$ cat src/fdh_pkg.sv
// fdh_pkg: constants, types and timing for the floppy controller host port
// assumes a single 50 MHz clock domain
`default_nettype none
package fdh_pkg;
   localparam int unsigned CLK_MHZ        = 50;
   localparam int unsigned STEP_PULSE_NS  = 1000;
   localparam int unsigned STEP_PULSE_CYC = (STEP_PULSE_NS * CLK_MHZ + 999) / 1000;
   localparam int unsigned STEP_RATE_US   = 3000;
   localparam int unsigned STEP_RATE_CYC  = STEP_RATE_US * CLK_MHZ;
   localparam int unsigned STACK_DEPTH    = 9;
   localparam logic [4:0] OP_SPECIFY   = 5'h03;
   localparam logic [4:0] OP_WRITE     = 5'h05;
   localparam logic [4:0] OP_READ      = 5'h06;
   localparam logic [4:0] OP_RECAL     = 5'h07;
   localparam logic [4:0] OP_SENSE_INT = 5'h08;
   localparam logic [4:0] OP_SEEK      = 5'h0F;
   localparam logic [3:0] LEN_RW      = 4'h9;
   localparam logic [3:0] LEN_SEEK    = 4'h3;
   localparam logic [3:0] LEN_RECAL   = 4'h2;
   localparam logic [3:0] LEN_SPECIFY = 4'h3;
   localparam logic [3:0] LEN_ONE     = 4'h1;
   localparam logic [2:0] RES_RW      = 3'h7;
   localparam logic [2:0] RES_SENSE   = 3'h2;
   localparam logic [2:0] RES_ONE     = 3'h1;
   localparam int unsigned MS_BUSY = 4;
   localparam int unsigned MS_NDM  = 5;
   localparam int unsigned MS_DIO  = 6;
   localparam int unsigned MS_RQM  = 7;
   localparam int unsigned CMD_MFM_BIT = 6;
   localparam int unsigned SPEC_ND_BIT = 0;
   localparam logic [7:0] ST_INVALID    = 8'h80;
   localparam logic [7:0] ST0_SEEK_END  = 8'h20;
   localparam logic [7:0] ST0_ABNORMAL  = 8'h40;
   localparam logic [7:0] ST1_NOT_WRIT  = 8'h02;
   localparam logic [7:0] LCT_CYL       = 8'h2B;
   localparam logic [7:0] RESET_BYTE    = 8'h00;
   typedef enum logic [1:0] {PH_CMD, PH_EXEC, PH_RESULT} fdh_phase_e;
   typedef struct packed {
      logic cs_n;
      logic rd_n;
      logic wr_n;
      logic register_select;
   } fdh_host_s;
   typedef struct packed {
      logic rw_seek;
      logic low_current_or_direction;
      logic fault_reset_or_step;
      logic double_density_select;
      logic vco_sync;
   } fdh_drv_s;
endpackage
`default_nettype wire

$ cat src/fdh_data_stack.sv
// fdh_data_stack: byte stack behind the data register port
// assumes writes and reads are indexed by the command sequencer
`default_nettype none
module fdh_data_stack #(
   parameter int unsigned DEPTH = 9
) (
   input  wire logic                     sys_clk_i,
   input  wire logic                     wr_en_i,
   input  wire logic [$clog2(DEPTH)-1:0] wr_idx_i,
   input  wire logic [7:0]               wr_data_i,
   input  wire logic [$clog2(DEPTH)-1:0] rd_idx_i,
   output logic      [7:0]               rd_data_o
);
   logic [7:0] mem [DEPTH];

   always_ff @(posedge sys_clk_i)
   begin
      if (wr_en_i)
      begin
         mem[wr_idx_i] <= wr_data_i;
      end
   end

   assign rd_data_o = mem[rd_idx_i];
endmodule
`default_nettype wire

$ cat src/fdh_step_pulser.sv
// fdh_step_pulser: one head step pulse followed by the step-rate gap
// assumes start_i is only pulsed while busy_o is low
`default_nettype none
module fdh_step_pulser #(
   parameter int unsigned PULSE_CYC = 50,
   parameter int unsigned GAP_CYC   = 150000
) (
   input  wire logic sys_clk_i,
   input  wire logic reset_i,
   input  wire logic start_i,
   output logic      pulse_o,
   output logic      busy_o
);
   localparam int unsigned CW = $clog2(PULSE_CYC + GAP_CYC + 1);
   localparam logic [CW-1:0] TOTAL = CW'(PULSE_CYC + GAP_CYC);
   localparam logic [CW-1:0] PULSE = CW'(PULSE_CYC);
   logic [CW-1:0] cnt_q;
   logic [CW-1:0] cnt_d;

   always_comb
   begin
      cnt_d = cnt_q;
      if (start_i)
      begin
         cnt_d = TOTAL;
      end
      else if (cnt_q != '0)
      begin
         cnt_d = cnt_q - CW'(1);
      end
   end

   always_ff @(posedge sys_clk_i or posedge reset_i)
   begin
      if (reset_i)
      begin
         cnt_q <= '0;
      end
      else
      begin
         cnt_q <= cnt_d;
      end
   end

   assign pulse_o = (cnt_q > TOTAL - PULSE);
   assign busy_o  = (cnt_q != '0);
endmodule
`default_nettype wire

$ cat src/fdh_host_port.sv
// fdh_host_port: processor port, dma handshake and drive control pins
// assumes all inputs synchronous to sys_clk_i; disk byte stream is external
// Operation
// select low, read low, write high: main status drives data bus
// select high: read gives data register byte, write loads it
// main status is read-only and readable in every phase
// data register is an 8-bit stack, one entry on the bus at once
// status bits 0..3 set while drive 0..3 is seeking
// status bit 4 shows a command in progress
// status bit 5 set only in non-dma execution phase
// status bit 6 is direction, 1 means controller to processor
// status bit 7 shows data register ready for a byte
// non-dma mode interrupts for every data byte transferred
// dma mode moves execution bytes under dma controller control
// reset makes controller idle and drive outputs low
// strobes act only with chip select low; bus off otherwise
// dma request high asks transfer; acknowledge low marks the cycle
// terminal count high ends the dma transfer
// rw/seek pin high in seek mode, low in read/write mode
// shared pin is low current in read/write, direction in seek
// shared pin is fault reset in read/write, step in seek
// shared input is write protect in read/write, two-side in seek
// shared input is fault in read/write, track zero in seek
// density output 1 for double, 0 for single density
// vco sync low inhibits the loop oscillator, high enables it
// processor checks bits 6 and 7 before each command or result byte
// dma request drops as soon as acknowledge goes low
// terminal count end raises interrupt; first result read clears it
// illegal select and strobe combinations change no register
`default_nettype none
module fdh_host_port #(
   parameter int unsigned STEP_RATE_CYC = fdh_pkg::STEP_RATE_CYC
) (
   input  wire logic              sys_clk_i,
   input  wire logic              reset_i,
   input  wire fdh_pkg::fdh_host_s host_i,
   input  wire logic [7:0]        data_i,
   output logic      [7:0]        data_o,
   output logic                   data_oe_o,
   output logic                   dma_request_o,
   input  wire logic              dma_acknowledge_n_i,
   input  wire logic              terminal_count_i,
   output logic                   interrupt_o,
   output fdh_pkg::fdh_drv_s      drv_o,
   input  wire logic              write_protect_or_two_side_i,
   input  wire logic              fault_or_track_zero_i,
   input  wire logic [7:0]        disk_rd_byte_i,
   input  wire logic              disk_rd_valid_i,
   output logic      [7:0]        disk_wr_byte_o,
   output logic                   disk_wr_valid_o
);
   localparam int unsigned IW = $clog2(fdh_pkg::STACK_DEPTH);
   fdh_pkg::fdh_phase_e phase_q, phase_d;
   logic [4:0] op_q, op_d;
   logic [3:0] cnt_q, cnt_d;
   logic [2:0] res_idx_q, res_idx_d, res_len_q, res_len_d;
   logic [7:0] byte_q, byte_d, st0_q, st0_d, st1_q, st1_d;
   logic [7:0] dout_q, dout_d, tgt_q, tgt_d, wr_byte_q, wr_byte_d;
   logic [7:0] cyl_q [4];
   logic [7:0] cyl_d [4];
   logic [3:0] seek_q, seek_d;
   logic [1:0] sdrv_q, sdrv_d, sense_drv_q, sense_drv_d;
   logic nondma_q, nondma_d, mfm_q, mfm_d, wrdir_q, wrdir_d, pend_q, pend_d;
   logic int_q, int_d, drq_q, drq_d, doe_q, doe_d, wr_vld_q, wr_vld_d;
   logic rd_seen_q, wr_seen_q, recal_q, recal_d, sense_q, sense_d;
   logic dir_q, dir_d, fr_q, fr_d, step_start, step_start_q;
   fdh_pkg::fdh_drv_s drv_q, drv_d;
   logic rd_lvl, wr_lvl, rd_edge, wr_edge, dsel, status_rd, data_rd, data_wr;
   logic [3:0] len;
   logic [7:0] status, res_byte, stk_byte;
   logic [IW-1:0] stk_rd_idx;
   logic step_pulse, step_busy, seeking;

   // only the two documented strobe patterns count
   assign rd_lvl    = !host_i.cs_n && !host_i.rd_n && host_i.wr_n;
   assign wr_lvl    = !host_i.cs_n && host_i.rd_n && !host_i.wr_n;
   assign rd_edge   = rd_lvl && !rd_seen_q;
   assign wr_edge   = wr_lvl && !wr_seen_q;
   // acknowledge selects the data register during a dma cycle
   assign dsel      = host_i.register_select || !dma_acknowledge_n_i;
   assign status_rd = rd_edge && !dsel;
   assign data_rd   = rd_edge && dsel;
   assign data_wr   = wr_edge && dsel;
   assign seeking   = |seek_q;

   always_comb
   begin
      status          = {4'h0, seek_q};
      status[fdh_pkg::MS_BUSY] = (phase_q != fdh_pkg::PH_CMD) || (cnt_q != 4'h0);
      status[fdh_pkg::MS_NDM]  = (phase_q == fdh_pkg::PH_EXEC) && nondma_q;
      status[fdh_pkg::MS_DIO]  = (phase_q == fdh_pkg::PH_RESULT) ||
                                 ((phase_q == fdh_pkg::PH_EXEC) && !wrdir_q);
      status[fdh_pkg::MS_RQM]  = (phase_q != fdh_pkg::PH_EXEC) || pend_q;
   end

   always_comb
   begin
      len = fdh_pkg::LEN_ONE;
      case (cnt_q == 4'h0 ? data_i[4:0] : op_q)
         fdh_pkg::OP_READ, fdh_pkg::OP_WRITE: len = fdh_pkg::LEN_RW;
         fdh_pkg::OP_SEEK:    len = fdh_pkg::LEN_SEEK;
         fdh_pkg::OP_RECAL:   len = fdh_pkg::LEN_RECAL;
         fdh_pkg::OP_SPECIFY: len = fdh_pkg::LEN_SPECIFY;
         default:             len = fdh_pkg::LEN_ONE;
      endcase
   end

   assign stk_rd_idx = IW'(res_idx_q - 3'h1);
   always_comb
   begin
      case (res_idx_q)
         3'h0:    res_byte = st0_q;
         3'h1:    res_byte = st1_q;
         3'h2:    res_byte = fdh_pkg::RESET_BYTE;
         default: res_byte = stk_byte;
      endcase
   end

   fdh_data_stack #(
      .DEPTH     (fdh_pkg::STACK_DEPTH)
   ) u_stack (
      .sys_clk_i (sys_clk_i),
      .wr_en_i   (data_wr && phase_q == fdh_pkg::PH_CMD),
      .wr_idx_i  (IW'(cnt_q)),
      .wr_data_i (data_i),
      .rd_idx_i  (stk_rd_idx),
      .rd_data_o (stk_byte)
   );

   fdh_step_pulser #(
      .PULSE_CYC (fdh_pkg::STEP_PULSE_CYC),
      .GAP_CYC   (STEP_RATE_CYC)
   ) u_step (
      .sys_clk_i (sys_clk_i),
      .reset_i   (reset_i),
      .start_i   (step_start),
      .pulse_o   (step_pulse),
      .busy_o    (step_busy)
   );

   always_comb
   begin
      phase_d = phase_q;  op_d = op_q;  cnt_d = cnt_q;
      res_idx_d = res_idx_q;  res_len_d = res_len_q;  byte_d = byte_q;
      st0_d = st0_q;  st1_d = st1_q;  tgt_d = tgt_q;  seek_d = seek_q;
      sdrv_d = sdrv_q;  sense_drv_d = sense_drv_q;  sense_d = sense_q;
      nondma_d = nondma_q;  mfm_d = mfm_q;  wrdir_d = wrdir_q;
      pend_d = pend_q;  int_d = int_q;  drq_d = drq_q;  recal_d = recal_q;
      dir_d = dir_q;  fr_d = 1'b0;  wr_vld_d = 1'b0;  wr_byte_d = wr_byte_q;
      step_start = 1'b0;
      cyl_d = cyl_q;
      dout_d = dout_q;
      if (status_rd)
      begin
         dout_d = status;
      end
      doe_d = rd_lvl;
      case (phase_q)
         fdh_pkg::PH_CMD:
         begin
            if (data_wr)
            begin
               cnt_d = cnt_q + 4'h1;
               if (cnt_q == 4'h0)
               begin
                  op_d = data_i[4:0];
                  mfm_d = data_i[fdh_pkg::CMD_MFM_BIT];
                  if (data_i[4:0] == fdh_pkg::OP_SENSE_INT)
                  begin
                     int_d = 1'b0;
                  end
               end
               if (cnt_q + 4'h1 == len)
               begin
                  cnt_d = 4'h0;
                  case (cnt_q == 4'h0 ? data_i[4:0] : op_q)
                     fdh_pkg::OP_READ, fdh_pkg::OP_WRITE:
                     begin
                        wrdir_d = (op_q == fdh_pkg::OP_WRITE);
                        fr_d = fault_or_track_zero_i;
                        if (op_q == fdh_pkg::OP_WRITE && write_protect_or_two_side_i)
                        begin
                           st0_d = fdh_pkg::ST0_ABNORMAL;
                           st1_d = fdh_pkg::ST1_NOT_WRIT;
                           phase_d = fdh_pkg::PH_RESULT;
                           res_len_d = fdh_pkg::RES_RW;
                           res_idx_d = 3'h0;
                           int_d = 1'b1;
                        end
                        else
                        begin
                           st0_d = fault_or_track_zero_i ? fdh_pkg::ST0_ABNORMAL
                                                         : fdh_pkg::RESET_BYTE;
                           st1_d = fdh_pkg::RESET_BYTE;
                           phase_d = fdh_pkg::PH_EXEC;
                        end
                     end
                     fdh_pkg::OP_SEEK, fdh_pkg::OP_RECAL:
                     begin
                        if (!seeking)
                        begin
                           sdrv_d = (op_q == fdh_pkg::OP_SEEK) ? sdrv_q : data_i[1:0];
                           seek_d[(op_q == fdh_pkg::OP_SEEK) ? sdrv_q : data_i[1:0]] = 1'b1;
                           recal_d = (op_q == fdh_pkg::OP_RECAL);
                           tgt_d = (op_q == fdh_pkg::OP_SEEK) ? data_i : 8'h00;
                        end
                     end
                     fdh_pkg::OP_SPECIFY:
                     begin
                        nondma_d = data_i[fdh_pkg::SPEC_ND_BIT];
                     end
                     fdh_pkg::OP_SENSE_INT:
                     begin
                        st0_d = sense_q ? (fdh_pkg::ST0_SEEK_END | {6'h00, sense_drv_q})
                                        : fdh_pkg::ST_INVALID;
                        st1_d = cyl_q[sense_drv_q];
                        res_len_d = sense_q ? fdh_pkg::RES_SENSE : fdh_pkg::RES_ONE;
                        sense_d = 1'b0;
                        res_idx_d = 3'h0;
                        phase_d = fdh_pkg::PH_RESULT;
                     end
                     default:
                     begin
                        st0_d = fdh_pkg::ST_INVALID;
                        res_len_d = fdh_pkg::RES_ONE;
                        res_idx_d = 3'h0;
                        phase_d = fdh_pkg::PH_RESULT;
                     end
                  endcase
               end
               else if (cnt_q == 4'h1 && !seeking)
               begin
                  sdrv_d = data_i[1:0];
               end
            end
         end
         fdh_pkg::PH_EXEC:
         begin
            if (!wrdir_q && disk_rd_valid_i && !pend_q)
            begin
               byte_d = disk_rd_byte_i;
               pend_d = 1'b1;
               int_d = nondma_q;
               drq_d = !nondma_q;
            end
            if (wrdir_q && !pend_q && !wr_vld_q)
            begin
               pend_d = 1'b1;
               int_d = nondma_q;
               drq_d = !nondma_q;
            end
            if (data_rd && !wrdir_q && pend_q)
            begin
               dout_d = byte_q;
               pend_d = 1'b0;
               int_d = 1'b0;
            end
            if (data_wr && wrdir_q && pend_q)
            begin
               wr_byte_d = data_i;
               wr_vld_d = 1'b1;
               pend_d = 1'b0;
               int_d = 1'b0;
            end
            if (!dma_acknowledge_n_i)
            begin
               drq_d = 1'b0;
            end
            if (terminal_count_i)
            begin
               phase_d = fdh_pkg::PH_RESULT;
               res_idx_d = 3'h0;
               res_len_d = fdh_pkg::RES_RW;
               pend_d = 1'b0;
               drq_d = 1'b0;
               int_d = 1'b1;
            end
         end
         fdh_pkg::PH_RESULT:
         begin
            if (data_rd)
            begin
               dout_d = res_byte;
               if (res_idx_q == 3'h0)
               begin
                  int_d = 1'b0;
               end
               res_idx_d = res_idx_q + 3'h1;
               if (res_idx_q + 3'h1 == res_len_q)
               begin
                  phase_d = fdh_pkg::PH_CMD;
               end
            end
         end
         default:
         begin
            phase_d = fdh_pkg::PH_CMD;
         end
      endcase
      // seek engine: one step per pulser period until target or track zero
      if (seeking && !step_busy && !step_start_q)
      begin
         if (recal_q ? fault_or_track_zero_i : (cyl_q[sdrv_q] == tgt_q))
         begin
            seek_d[sdrv_q] = 1'b0;
            cyl_d[sdrv_q] = recal_q ? 8'h00 : cyl_q[sdrv_q];
            sense_d = 1'b1;
            sense_drv_d = sdrv_q;
            int_d = 1'b1;
         end
         else
         begin
            step_start = 1'b1;
            dir_d = !recal_q && (tgt_q > cyl_q[sdrv_q]);
            cyl_d[sdrv_q] = (!recal_q && tgt_q > cyl_q[sdrv_q]) ? cyl_q[sdrv_q] + 8'h01
                                                                : cyl_q[sdrv_q] - 8'h01;
         end
      end
      drv_d.rw_seek = seeking;
      drv_d.low_current_or_direction = seeking ? dir_q
                                               : (cyl_q[sdrv_q] >= fdh_pkg::LCT_CYL);
      drv_d.fault_reset_or_step = seeking ? step_pulse : fr_q;
      drv_d.double_density_select = mfm_q;
      drv_d.vco_sync = (phase_q == fdh_pkg::PH_EXEC) && !wrdir_q;
   end

   always_ff @(posedge sys_clk_i or posedge reset_i)
   begin
      if (reset_i)
      begin
         phase_q <= fdh_pkg::PH_CMD;
         op_q <= '0;  cnt_q <= '0;  res_idx_q <= '0;  res_len_q <= '0;
         byte_q <= '0;  st0_q <= '0;  st1_q <= '0;  dout_q <= '0;
         tgt_q <= '0;  wr_byte_q <= '0;  seek_q <= '0;  sdrv_q <= '0;
         sense_drv_q <= '0;  nondma_q <= 1'b0;  mfm_q <= 1'b0;  wrdir_q <= 1'b0;
         pend_q <= 1'b0;  int_q <= 1'b0;  drq_q <= 1'b0;  doe_q <= 1'b0;
         wr_vld_q <= 1'b0;  rd_seen_q <= 1'b0;  wr_seen_q <= 1'b0;
         recal_q <= 1'b0;  sense_q <= 1'b0;  dir_q <= 1'b0;  fr_q <= 1'b0;
         step_start_q <= 1'b0;
         drv_q <= '0;
         for (int i = 0; i < 4; i++)
         begin
            cyl_q[i] <= '0;
         end
      end
      else
      begin
         phase_q <= phase_d;  op_q <= op_d;  cnt_q <= cnt_d;
         res_idx_q <= res_idx_d;  res_len_q <= res_len_d;  byte_q <= byte_d;
         st0_q <= st0_d;  st1_q <= st1_d;  dout_q <= dout_d;  tgt_q <= tgt_d;
         wr_byte_q <= wr_byte_d;  seek_q <= seek_d;  sdrv_q <= sdrv_d;
         sense_drv_q <= sense_drv_d;  nondma_q <= nondma_d;  mfm_q <= mfm_d;
         wrdir_q <= wrdir_d;  pend_q <= pend_d;  int_q <= int_d;  drq_q <= drq_d;
         doe_q <= doe_d;  wr_vld_q <= wr_vld_d;  rd_seen_q <= rd_lvl;
         wr_seen_q <= wr_lvl;  recal_q <= recal_d;  sense_q <= sense_d;
         dir_q <= dir_d;  fr_q <= fr_d;  step_start_q <= step_start;
         drv_q <= drv_d;  cyl_q <= cyl_d;
      end
   end

   assign data_o          = dout_q;
   assign data_oe_o       = doe_q;
   assign dma_request_o   = drq_q;
   assign interrupt_o     = int_q;
   assign drv_o           = drv_q;
   assign disk_wr_byte_o  = wr_byte_q;
   assign disk_wr_valid_o = wr_vld_q;
endmodule
`default_nettype wire

$ cat config.mk
export PLATFORM = sky130hd
export DESIGN_NAME = fdh_host_port
export DESIGN_NICKNAME = d
export VERILOG_FILES = /design/src/fdh_pkg.sv /design/src/fdh_data_stack.sv /design/src/fdh_step_pulser.sv /design/src/fdh_host_port.sv
export SDC_FILE = /design/constraint.sdc
export NUM_CORES = 1
export LEC_CHECK = 0
export ABC_AREA = 1
export BUFFER_PORTS_ARGS = -buffer_cell sky130_fd_sc_hd__buf_2
export CAP_MARGIN = 20
export CORE_MARGIN = 1.5
export CORE_UTILIZATION = 40
export CTS_BUF_LIST = sky130_fd_sc_hd__clkbuf_4 sky130_fd_sc_hd__clkbuf_8
export DETAILED_ROUTE_END_ITERATION = 7
export PLACE_DENSITY = 0.59
export SETUP_SLACK_MARGIN = 0.1
export SYNTH_ARGS = -nofsm -noshare
export SYNTH_HDL_FRONTEND = slang
export SYNTH_SLANG_ARGS = --single-unit
$ cat constraint.sdc
create_clock -name sys_clk_i -period 8.2 [get_ports sys_clk_i]
set_input_delay 2.05 -clock sys_clk_i [delete_from_list [all_inputs] [get_ports sys_clk_i]]
set_output_delay 2.05 -clock sys_clk_i [all_outputs]
set_load 0.1 [all_outputs]
==> results.rst, run 1 <==
.. list-table::
   :header-rows: 1

   * - Metric
     - Value
   * - Layout fillers
     - roughly 2.7k
   * - Area share of and/or/nand/nor cells after synthesis
     - between 20% and 30%
   * - Most used standard cells in the synthesized netlist
     - 244 x sky130_fd_sc_hd__nand2_1, 146 x sky130_fd_sc_hd__inv_1, 139 x sky130_fd_sc_hd__dfrtp_1
   * - Global-route wire length before repair
     - between 40000 and 50000 um
   * - Skew-Pair Late Insertion Delay
     - approximately 0.54 ns
   * - Share of cells above drive strength 1
     - 14.33%
   * - Number of inserted diodes
     - 0
   * - Flop2flop setup slack
     - around 3.8 ns
   * - Final Critical Period
     - between 4 and 5 ns
   * - Root buffer selected by CTS
     - sky130_fd_sc_hd__clkbuf_8
   * - Tightest Hold Check Type
     - reg -> reg
   * - Area of the die
     - 0.02808 sq mm
   * - 1st-pass router iterations
     - 5
   * - Number of port buffers
     - ~50
   * - Post-synthesis register bit count
     - 211
   * - Main combinational cell family by area after synthesis
     - simple AND/OR/NAND/NOR gates
   * - H-tree Lvls
     - 2
   * - Synth area leaders
     - sky130_fd_sc_hd__dfrtp_1 32%, sky130_fd_sc_hd__edfxtp_1 20%, sky130_fd_sc_hd__nand2_1 8.5%
   * - Max rail drop VDD
     - 111.6 uV
   * - Number of remaining DRC errors
     - 0
   * - Cell Chain, Critical Path
     - nor2_1 -> inv_1 -> o21ai_0 -> a221oi_1 -> ha_1 -> nand4_1 -> inv_1 -> a21oi_1 -> nand2_1 -> ha_1 -> a21oi_1 -> o21ai_0 -> or2_2 -> a32oi_1 -> o21ai_0
   * - Run status
     - completed
   * - Crit share post-route
     - 53.37%
   * - Cells after DPL
     - 1596
   * - Multiplexer fraction of the synthesized cell area
     - 0.9238%
   * - Worst-case headroom to the max-slew limit
     - approximately 30%
   * - Library cell with the highest instance count after synthesis
     - sky130_fd_sc_hd__nand2_1
   * - Max Clock Skew
     - roughly 0.023 ns
   * - Distinct cell type count after synthesis
     - 54
   * - Reported max-cap violation count
     - 0
   * - DR iter-0 viols
     - 797
   * - Wire per inst
     - 17.72 um
   * - Sink count of the clock tree
     - between 200 and 250
   * - CTS clock-pin slew for the worst setup and hold paths
     - around 0.060 ns
   * - Startpoint type of the worst setup path
     - flip-flop
   * - Post-route design area
     - approximately 0.012 sq mm
   * - Cell row count
     - 60
   * - Largest fanout of any net on the critical path
     - 9
   * - Horizontal die dimension
     - 167.6 um
   * - Setup repair after global routing missed its margin
     - no
   * - Synthesized-area fraction occupied by ao, oa, aoi and oai cells
     - about 15%
   * - Final HPWL DP
     - 21020 um
   * - Cell repeated most along the worst path
     - sky130_fd_sc_hd__o21ai_0
   * - Hold Violations, Final
     - 0
   * - Synth warn
     - 0
   * - Arrival time reported for the critical path endpoint
     - 4.77 ns
   * - Area of the core region
     - about 0.027 sq mm
   * - Worst hold slack
     - around 0.39 ns
   * - Nets@finish
     - approximately 1.4k
   * - # resized after CTS
     - 0
   * - Yosys top cell by area
     - sky130_fd_sc_hd__dfrtp_1
   * - Post-synth ARST share
     - 65.88%
   * - Height of the die
     - approximately 170 um
   * - Final-layout setup total negative slack
     - 0 ns
   * - Setup crit end kind
     - flip-flop
   * - Mean Syn Cell Area
     - approximately 8.9 sq um
   * - Number of instances in the synthesized netlist
     - roughly 1.2k
   * - Leakage power of the design
     - about 5.6 nW
   * - Tot GR Track Use
     - roughly 22%
   * - Buffers inserted by post-CTS timing repair
     - 0
   * - Post-Synthesis Net Count
     - about 1.3k
   * - Type of the worst setup path
     - reg -> reg
   * - Crit. Startpoint
     - sdrv_q[1]
   * - Area fraction of the dominant cell type after synthesis
     - between 30% and 40%
   * - Routed Antenna Nets
     - 0
   * - Register area share after synthesis
     - about 52%
   * - Vias after detailed routing
     - about 8.7k
   * - Global placer's final weighted congestion
     - approximately 0.93
   * - Required time of the critical path
     - between 8 and 9 ns
   * - Via count of the first global-routing pass
     - approximately 8.5k
   * - Most used flip-flop cell after synthesis
     - sky130_fd_sc_hd__dfrtp_1
   * - Power per cell area
     - about 280 mW/mm^2
   * - Placement Cell Area
     - approximately 0.011 sq mm
   * - Clock buffer count from CTS
     - 38
   * - Worst path slowest cell
     - sky130_fd_sc_hd__a221oi_1
   * - Post-synthesis xor/xnor area fraction
     - under 10%
   * - Post-synthesis to final-layout area growth
     - 13.38%
   * - Routed WL
     - slightly below 30000 um
   * - Pin slew with the least headroom to its limit
     - around 1.0 ns
   * - Vias per inst
     - 5.206
   * - Count of cells along the worst register-to-register path
     - 15
   * - Effective utilization at floorplan
     - about two fifths
   * - Startpoint of the worst-slack reg-to-reg timing path
     - sdrv_q[1]
   * - Number of antenna violations at the first check in global routing
     - 0
   * - Final Setup Violations
     - 0
   * - Sum of overflow across all layers after global routing
     - 0
   * - Synthesized-area fraction occupied by adder cells
     - between 3 and 4%
   * - FF-to-FF End
     - cyl_q[20]
   * - Maximum single-stage delay on the critical path
     - ~0.6 ns
   * - Capturing instance or port of the critical path
     - cyl_q[20]
   * - Largest net degree at the start of global routing
     - between 90 and 100
   * - Count of pins over their slew limit
     - 0
   * - Number of buffers on the longest clock path
     - 3
   * - Total standard cell area after synthesis
     - roughly 0.011 sq mm
   * - Max Fclk
     - about 230 MHz
   * - Non-filler cells, final
     - 1667
   * - Count of hold buffers inserted by post-cts repair
     - 0
   * - CTS tree
     - done
   * - Top-level port count
     - 52
   * - Number of flops mapped to enable cells by yosys
     - 72
-- final cells by class --
type                    count  area [sq um]  share of cell area [%]
flip-flops and latches    211          5640                   45.91
multi-input cells         835          4512                   36.72
clock buffers              63         767.0                   6.243
repair buffers             62         337.8                   2.750
well taps                 341         426.7                   3.473
clock inverters             5         33.78                  0.2750
inverters                 150         568.0                   4.624
-- critical path: cells and delay by family, from the launching register on --
kind | cells | cell delay [ns]
simple gates | 4 | 0.83
buf+inv | 2 | 0.26
flops | 1 | 0.46
compound gates | 7 | 1.85
fa+ha+maj | 2 | 0.83
-- power breakdown --
part           total (mW)  internal [mW]  switching (mW)
Clock                1.04          0.591           0.445
Combinational        1.15          0.293           0.855
Sequential           1.25           1.18          0.0659
-- metrics by stage --
step                      power, mW  worst slack, ns  utilization [%]
final                         3.434            3.823            45.84
after global placement        2.408            3.482            42.77
after CTS                     3.462            3.827            45.76
after detailed placement      2.413            3.272            42.77
after global routing          3.626            3.466            45.84
after floorplan               2.142            2.425                -
-- flip-flops by register name, indices dropped and copies added (netlist names), 3 cells and up --
name / cells
byte_q: 8
cnt_q: 4
cyl_q: 32
data_o: 8
disk_wr_byte_o: 8
drv_o: 5
op_q: 5
res_idx_q: 3
res_len_q: 3
seek_q: 4
st0_q: 5
st1_q: 8
tgt_q: 8
u_stack.mem: 72
u_step.cnt_q: 18
-- kinds of logic (layout without fill, tap and decap cells) --
| kind of cell | count (synthesis) | after routing |
|---|---|---|
| compound gates | 276 | 276 |
| buf+inv | 177 | 280 |
| simple gates | 503 | 503 |
| mux | 9 | 9 |
| fa+ha+maj | 29 | 29 |
| xor+xnor | 18 | 18 |
| flops | 211 | 211 |
-- how the worst min path moves through the flow --
stage	to	cells past startpoint	slack, ns	start
detailed placement	drv_o[1]	0	0.38	mfm_q
global placement	drv_o[1]	0	0.37	mfm_q
finish	drv_o[1]	0	0.39	mfm_q
floorplan	drv_o[1]	0	0.35	mfm_q
CTS	drv_o[1]	0	0.39	mfm_q
global route	drv_o[1]	0	0.40	mfm_q
-- metal layers --
| layer | routed length (um) | global-route usage [%] | vias up |
|---|---|---|---|
| met5 | 0 | 0 | - |
| li1 | - | - | 4311 |
| met2 | 13500 | 34.06 | 220 |
| met1 | 13650 | 30.23 | 4088 |
| met3 | 1424 | 3.073 | 60 |
| met4 | 962 | 8.500 | 0 |
-- layout by cell type, fill, tap and decap left out, types with 12 or more instances in the layout --
master	n
sky130_fd_sc_hd__a21oi_1	53
sky130_fd_sc_hd__a22oi_1	12
sky130_fd_sc_hd__buf_2	51
sky130_fd_sc_hd__clkbuf_4	19
sky130_fd_sc_hd__clkbuf_8	47
sky130_fd_sc_hd__dfrtp_1	139
sky130_fd_sc_hd__edfxtp_1	72
sky130_fd_sc_hd__ha_1	28
sky130_fd_sc_hd__inv_1	145
sky130_fd_sc_hd__nand2_1	244
sky130_fd_sc_hd__nand2_2	13
sky130_fd_sc_hd__nand3_1	59
sky130_fd_sc_hd__nand4_1	13
sky130_fd_sc_hd__nor2_1	120
sky130_fd_sc_hd__nor3_1	20
sky130_fd_sc_hd__o21ai_0	123
sky130_fd_sc_hd__o21ai_1	16
sky130_fd_sc_hd__o22ai_1	15
No activity file was read; power rests on OpenSTA's default activity.
==> inputs of run 2 (changes only) <==
Settings changed: PLACE_DENSITY 0.59 to 0.61.
Clock period 8.2 ns to 3.7 ns, I/O delays scaled along.
==> results.rst, run 2 (same netlist as run 1, synthesis figures left out) <==
.. list-table::
   :header-rows: 1

   * - Metric
     - Value
   * - Root buffer selected by CTS
     - sky130_fd_sc_hd__clkbuf_8
   * - Top reg by flops
     - u_stack.mem
   * - Number of port buffers
     - 51 (unchanged)
   * - Fraction of power spent switching nets
     - 39.40% (-0.37 points)
   * - Final Total Pwr
     - 7.582 mW (+120%)
   * - Worst-case headroom to the max-slew limit
     - 49.09% (+19 points)
   * - CTS clock-pin slew for the worst setup and hold paths
     - 0.06 ns (about the same)
   * - Worst path slowest cell
     - sky130_fd_sc_hd__dfrtp_2
   * - Leakage power of the design
     - 5.751 nW (+3.3%)
   * - Number of flip-flops under the largest register name
     - 72 (unchanged)
   * - Routed WL
     - 30340 um (+2.7%)
   * - Part of the power in registers
     - 36.6% (+0.2 points)
   * - Count of hold buffers inserted by post-cts repair
     - 0 (unchanged)
   * - Setup repair after global routing missed its margin
     - no
   * - Post-layout worst setup margin
     - 0.2618 ns (-3.562 ns)
   * - 1st-pass router iterations
     - 5 (unchanged)
   * - Max Fclk
     - 290.8 MHz (+27%)
   * - Flop2flop setup slack
     - 0.26 ns (-3.56 ns)
   * - Startpoint type of the worst setup path
     - flip-flop
   * - Arrival time reported for the critical path endpoint
     - 3.84 ns (-0.93 ns)
   * - Share of power burned in combinational logic
     - 33.4% (about the same)
   * - Layout fillers
     - 2593 (-2.2%)
   * - Share of cells above drive strength 1
     - 19.21% (+4.9 points)
   * - Switch Pwr
     - 2.987 mW (+120%)
   * - Cells after DPL
     - 1627 (+1.9%)
   * - Clock buffer count from CTS
     - 38 (unchanged)
   * - Worst Setup Slack post-DPL
     - 0.03098 ns (-3.241 ns)
   * - Most frequent standard cell in the layout excluding fill and tap cells
     - sky130_fd_sc_hd__nand2_1
   * - Wire per inst
     - 17.85 um (+0.69%)
   * - Routed Antenna Nets
     - 0 (unchanged)
   * - Run status
     - completed
   * - H-tree Lvls
     - 2 (unchanged)
   * - Area of the die
     - 0.02808 sq mm (unchanged)
   * - Vias after detailed routing
     - 8959 (+3.2%)
   * - Power per cell area
     - 594.1 mW/mm^2 (+110%)
   * - Cell-internal power
     - 4.595 mW (+120%)
   * - Via count of the first global-routing pass
     - 8762 (+2.5%)
   * - Final HPWL DP
     - 21780 um (+3.6%)
   * - Leading cell types in the layout, fill and taps excluded
     - 239 x sky130_fd_sc_hd__nand2_1, 140 x sky130_fd_sc_hd__inv_1, 137 x sky130_fd_sc_hd__dfrtp_1, 117 x sky130_fd_sc_hd__nor2_1, 117 x sky130_fd_sc_hd__o21ai_0
   * - Vias per inst
     - 5.270 (+1.2%)
   * - Final Setup Violations
     - 0 (unchanged)
   * - Horizontal die dimension
     - 167.6 um (unchanged)
   * - Tot GR Track Use
     - 21.66% (about the same)
   * - Max rail drop VDD
     - 288.1 uV (+160%)
   * - Cell Chain, Critical Path
     - nor2_4 -> inv_2 -> o21ai_0 -> a221oi_2 -> ha_1 -> nand4_1 -> inv_1 -> nand2_1 -> o211ai_1 -> nand2_2 -> ha_4 -> a21oi_1 -> o21ai_2 -> or2_2 -> a32oi_1 -> o21ai_0
   * - Global placer's final weighted congestion
     - 0.9415 (+1.3%)
   * - Non-filler cells, final
     - 1700 (+2.0%)
   * - Pin slew with the least headroom to its limit
     - 0.7608 ns (-0.2816 ns)
   * - Hold Violations, Final
     - 0 (unchanged)
   * - Required time of the critical path
     - 4.11 ns (-4.48 ns)
   * - Cell row count
     - 60 (unchanged)
   * - Tightest Hold Check Type
     - reg -> reg
   * - Number of inserted diodes
     - 0 (unchanged)
   * - Maximum single-stage delay on the critical path
     - 0.48 ns (-0.11 ns)
   * - Post-synthesis to final-layout area growth
     - 17.77%
   * - Clock power frac
     - 30.0% (-0.2 points)
   * - Cell repeated most along the worst path
     - sky130_fd_sc_hd__o21ai_0
   * - Reported max-cap violation count
     - 0 (unchanged)
   * - Height of the die
     - 167.6 um (unchanged)
   * - Max Clock Skew
     - 0.01417 ns (-0.008614 ns)
   * - Crit share post-route
     - 92.92% (+40 points)
   * - Sum of overflow across all layers after global routing
     - 0 (unchanged)
   * - Global-route wire length before repair
     - 47730 um (+0.99%)
   * - Area of the core region
     - 0.02680 sq mm (unchanged)
   * - Nets@finish
     - 1389 (+2.6%)
   * - Largest net degree at the start of global routing
     - 59 (-35%)
   * - Number of buffers on the longest clock path
     - 3 (unchanged)
   * - Sink count of the clock tree
     - 211 (unchanged)
   * - Count of pins over their slew limit
     - 0 (unchanged)
   * - Skew-Pair Late Insertion Delay
     - 0.54 ns (about the same)
   * - Effective utilization at floorplan
     - 40.43% (unchanged)
   * - Largest registers
     - u_stack.mem x72, cyl_q x32, u_step.cnt_q x18
   * - Type of the worst setup path
     - reg -> reg
   * - Final Critical Period
     - 3.438 ns (-0.9383 ns)
   * - Setup crit end kind
     - flip-flop
   * - CTS tree
     - done
   * - Top-level port count
     - 52 (unchanged)
   * - Number of antenna violations at the first check in global routing
     - 0 (unchanged)
   * - DR iter-0 viols
     - 647 (-19%)
   * - Final-layout setup total negative slack
     - 0 ns (unchanged)
   * - Number of remaining DRC errors
     - 0 (unchanged)
   * - Largest fanout of any net on the critical path
     - 6 (-3)
## run 2: cell count changes in the layout (fill, tap and decap cells not counted), sizes merged
cell | previous run | this run
inv | 149 | 150
bufinv | 0 | 1
buf | 59 | 97
clkinvlp | 2 | 1
clkinv | 4 | 6
clkbuf | 66 | 58
## run 2: routing by layer
layer	global-route usage, %	vias to the layer above	part of all wire (%)
met5	0	-	0
met4	7.873	0	3.2
met3	3.427	67	5.0
met2	36.00	241	48
met1	28.65	4278	44
li1	-	4373	-
## run 2: through the flow
stage               area (sq um)  hold slack [ns]  util (%)
floorplan                  10840           0.3543         -
detailed placement         11710           0.3646     43.68
finish                     12760           0.3756     47.61
global placement           11710           0.3647     43.68
CTS                        12510           0.3764     46.68
global route               12760           0.3868     47.61
## run 2: power by group through the flow
stage | Clock (mW) | Combinational [mW] | Sequential (mW)
global route | 2.42 | 2.80 | 2.80
detailed placement | 0 | 2.55 | 2.81
finish | 2.27 | 2.54 | 2.77
CTS | 2.32 | 2.56 | 2.77
floorplan | 0 | 1.59 | 3.16
global placement | 0 | 2.52 | 2.81
## run 2: worst paths after layout
path,startpoint,to,depth (start not counted)
max,sdrv_q[0],cyl_q[20],16
min,mfm_q,drv_o[1],0
max reg2reg,sdrv_q[0],cyl_q[20],16
min reg2reg,mfm_q,drv_o[1],0
max in group asynchronous,reset_i,u_step.cnt_q[15],3
min in group asynchronous,reset_i,disk_wr_byte_o[3],2
## run 2: cell type report
type                            instances  area (sq um)  share of cell area, %
Timing Repair Buffer                   97         616.8                  4.834
Clock inverter                          8         78.83                 0.6177
Sequential cell                       211          5643                  44.22
Clock buffer                           58         704.4                  5.520
Inverter                              150         571.8                  4.481
Tap cell                              341         426.7                  3.343
Multi-Input combinational cell        835          4720                  36.98
## run 2: repair_timing
item | CTS | global route
gates resized for setup | 7 | 47
setup buffers | 0 | 7
setup endpoints to repair | 21 | 28
pin swaps | 0 | 13
## run 2: critical path: cells and delay by family (launching register included)
kind	cells	cell delay, ns
flip-flops	1	0.48
AND/OR/NAND/NOR	5	0.75
AO/OA/AOI/OAI	7	1.26
buffers and inverters	2	0.18
adder cells (fa/ha/maj)	2	0.64
==> inputs of run 3 (changes only) <==
Settings changed: PLACE_DENSITY 0.61 to 0.59.
Clock period 3.7 ns to 4.3 ns, I/O delays scaled along.
==> results.rst, run 3 (same netlist as run 1, synthesis figures left out) <==
.. list-table::
   :header-rows: 1

   * - Metric
     - Value
   * - Run status
     - completed
   * - Buffers inserted by post-CTS timing repair
     - 0 (unchanged)
   * - Number of flip-flops under the largest register name
     - 72 (unchanged)
   * - Leakage power of the design
     - 5.626 nW (-2.2%)
   * - Nets@finish
     - 1365 (-1.7%)
   * - Root buffer selected by CTS
     - sky130_fd_sc_hd__clkbuf_8
   * - Final HPWL DP
     - 21380 um (-1.8%)
   * - Startpoint type of the worst setup path
     - flip-flop
   * - Count of pins over their slew limit
     - 0 (unchanged)
   * - Routed WL
     - 29350 um (-3.3%)
   * - Sink count of the clock tree
     - 211 (unchanged)
   * - Required time of the critical path
     - 4.72 ns (+0.61 ns)
   * - Arrival time reported for the critical path endpoint
     - 4.28 ns (+0.44 ns)
   * - Share of cells above drive strength 1
     - 15.22% (-4.0 points)
   * - Final Setup Violations
     - 0 (unchanged)
   * - Horizontal die dimension
     - 167.6 um (unchanged)
   * - Post-route design area
     - 0.01244 sq mm (-2.5%)
   * - Effective utilization at floorplan
     - 40.43% (unchanged)
   * - Number of antenna violations at the first check in global routing
     - 0 (unchanged)
   * - Largest fanout of any net on the critical path
     - 9 (+3)
   * - Routed Antenna Nets
     - 0 (unchanged)
   * - Grt met1 use
     - 28.98% (+0.33 points)
   * - Number of buffers on the longest clock path
     - 3 (unchanged)
   * - DR iter-0 viols
     - 745 (+15%)
   * - Type of the worst setup path
     - reg -> reg
   * - Area taken by flip-flops and latches
     - 0.005640 sq mm (about the same)
   * - Cells after DPL
     - 1609 (-1.1%)
   * - Largest net degree at the start of global routing
     - 55 (-6.8%)
   * - Top reg by flops
     - u_stack.mem
   * - Area of the core region
     - 0.02680 sq mm (unchanged)
   * - Most congested layer reported by global routing
     - met2
   * - Sum of overflow across all layers after global routing
     - 0 (unchanged)
   * - Post-synthesis to final-layout area growth
     - 14.83%
   * - Top-level port count
     - 52 (unchanged)
   * - CTS tree
     - done
   * - Crit share post-route
     - 89.75% (-3.2 points)
   * - Number of inserted diodes
     - 0 (unchanged)
   * - Wire per inst
     - 17.52 um (-1.8%)
   * - CTS clock-pin slew for the worst setup and hold paths
     - 0.06 ns (about the same)
   * - Clock buffer count from CTS
     - 39 (+2.6%)
   * - Skew-Pair Late Insertion Delay
     - 0.54 ns (about the same)
   * - Non-filler cells, final
     - 1675 (-1.5%)
   * - Setup crit end kind
     - flip-flop
   * - GRT met3 Usage
     - 3.403% (-0.024 points)
   * - Max Clock Skew
     - 0.01963 ns (+0.005456 ns)
   * - Most frequent standard cell in the layout excluding fill and tap cells
     - sky130_fd_sc_hd__nand2_1
   * - Final Critical Period
     - 3.859 ns (+0.4210 ns)
   * - Area taken by multi-input logic gates
     - 0.004543 sq mm (-3.7%)
   * - Leading cell types in the layout, fill and taps excluded
     - 243 x sky130_fd_sc_hd__nand2_1, 144 x sky130_fd_sc_hd__inv_1, 139 x sky130_fd_sc_hd__dfrtp_1, 123 x sky130_fd_sc_hd__o21ai_0, 118 x sky130_fd_sc_hd__nor2_1
   * - Global-route wire length before repair
     - 46910 um (-1.7%)
   * - Global-route track usage on met2
     - 34.26% (-1.7 points)
   * - Cell row count
     - 60 (unchanged)
   * - Tot GR Track Use
     - 21.25% (-0.41 points)
   * - Number of port buffers
     - 51 (unchanged)
   * - Max rail drop VDD
     - 242.0 uV (-16%)
   * - Area of the die
     - 0.02808 sq mm (unchanged)
   * - Number of remaining DRC errors
     - 0 (unchanged)
   * - 1st-pass router iterations
     - 5 (unchanged)
   * - Hold Violations, Final
     - 0 (unchanged)
   * - Hold Path Cell Cnt
     - 0 (unchanged)
   * - Via count of the first global-routing pass
     - 8675 (-0.99%)
   * - Layout fillers
     - 2618 (+0.96%)
   * - Height of the die
     - 167.6 um (unchanged)
   * - Reported max-cap violation count
     - 0 (unchanged)
   * - Power per cell area
     - 529.5 mW/mm^2 (-11%)
   * - Tightest Hold Check Type
     - reg -> reg
   * - Placement Cell Area
     - 0.01160 sq mm (-0.94%)
   * - Largest registers
     - u_stack.mem x72, cyl_q x32, u_step.cnt_q x18
   * - Vias after detailed routing
     - 8903 (-0.63%)
   * - H-tree Lvls
     - 2 (unchanged)
   * - Vias per inst
     - 5.315 (+0.86%)
   * - # resized after CTS
     - 0 (-7)
   * - Final-layout setup total negative slack
     - 0 ns (unchanged)
   * - Global placer's final weighted congestion
     - 0.9461 (+0.49%)
   * - Count of hold buffers inserted by post-cts repair
     - 0 (unchanged)
   * - Count of cells along the worst register-to-register path
     - 20 (+4)
   * - Max Fclk
     - 259.1 MHz (-11%)
   * - Worst-case headroom to the max-slew limit
     - 44.35% (-4.7 points)
   * - Pin slew with the least headroom to its limit
     - 0.8319 ns (+0.07107 ns)
   * - Setup repair after global routing missed its margin
     - no
==> run 3: metrics by stage <==
| stage | hold slack (ns) | setup slack (ns) | power (mW) | utilization [%] |
|---|---|---|---|---|
| after floorplan | 0.3543 | 0.8483 | 4.086 | - |
| after global placement | 0.3695 | 0.3431 | 4.587 | 43.19 |
| after detailed placement | 0.3725 | 0.2348 | 4.610 | 43.27 |
| after CTS | 0.3878 | 0.2253 | 6.644 | 46.31 |
| after global routing | 0.4038 | 0.1428 | 6.963 | 46.42 |
| final | 0.3864 | 0.4408 | 6.588 | 46.42 |
==> run 3: final timing paths <==
path / startpoint / endpoint / slack [ns]
max in group asynchronous: reset_i / byte_q[0] / 2.97
setup reg to reg: sdrv_q[1] / cyl_q[21] / 0.44
hold / removal: mfm_q / drv_o[1] / 0.39
min in group asynchronous: reset_i / disk_wr_byte_o[3] / 0.49
setup / recovery: sdrv_q[1] / cyl_q[21] / 0.44
hold reg to reg: mfm_q / drv_o[1] / 0.39
==> run 3: report_power, final <==
group / switching (mW) / internal [mW] / total [mW]
sequential: 0.129 / 2.26 / 2.39
combinational: 1.62 / 0.569 / 2.19
clock: 0.825 / 1.19 / 2.01
==> run 3: worst max-delay path, cell delays in order, from the launching register on <==
cell	delay (ns)
sky130_fd_sc_hd__dfrtp_1	0.46
sky130_fd_sc_hd__inv_1	0.16
sky130_fd_sc_hd__nor2_4	0.27
sky130_fd_sc_hd__a22oi_1	0.11
sky130_fd_sc_hd__nand2_1	0.16
sky130_fd_sc_hd__inv_1	0.11
sky130_fd_sc_hd__ha_1	0.30
sky130_fd_sc_hd__a21oi_1	0.07
sky130_fd_sc_hd__o21ai_0	0.16
sky130_fd_sc_hd__nand2_1	0.08
sky130_fd_sc_hd__o211ai_1	0.10
sky130_fd_sc_hd__nand2_2	0.16
sky130_fd_sc_hd__ha_1	0.38
sky130_fd_sc_hd__a21oi_1	0.16
sky130_fd_sc_hd__inv_1	0.07
sky130_fd_sc_hd__a221oi_1	0.25
sky130_fd_sc_hd__nand2_1	0.12
sky130_fd_sc_hd__xnor2_1	0.25
sky130_fd_sc_hd__nand2_1	0.17
sky130_fd_sc_hd__nand3_1	0.10
sky130_fd_sc_hd__o21ai_0	0.09
==> run 3: per-layer routing <==
| metal | share of wire, % | up-vias |
|---|---|---|
| met5 | 0 | - |
| met4 | 2.8 | 0 |
| met3 | 5.1 | 60 |
| met2 | 46 | 259 |
| met1 | 46 | 4258 |
| li1 | - | 4326 |
==> run 3: cell type report <==
class	count	share of cell area (%)
Tap cell	341	3.429
Clock inverter	7	0.7241
Sequential cell	211	45.33
Clock buffer	59	5.823
Timing Repair Buffer	72	3.620
Inverter	150	4.556
Multi-Input combinational cell	835	36.51
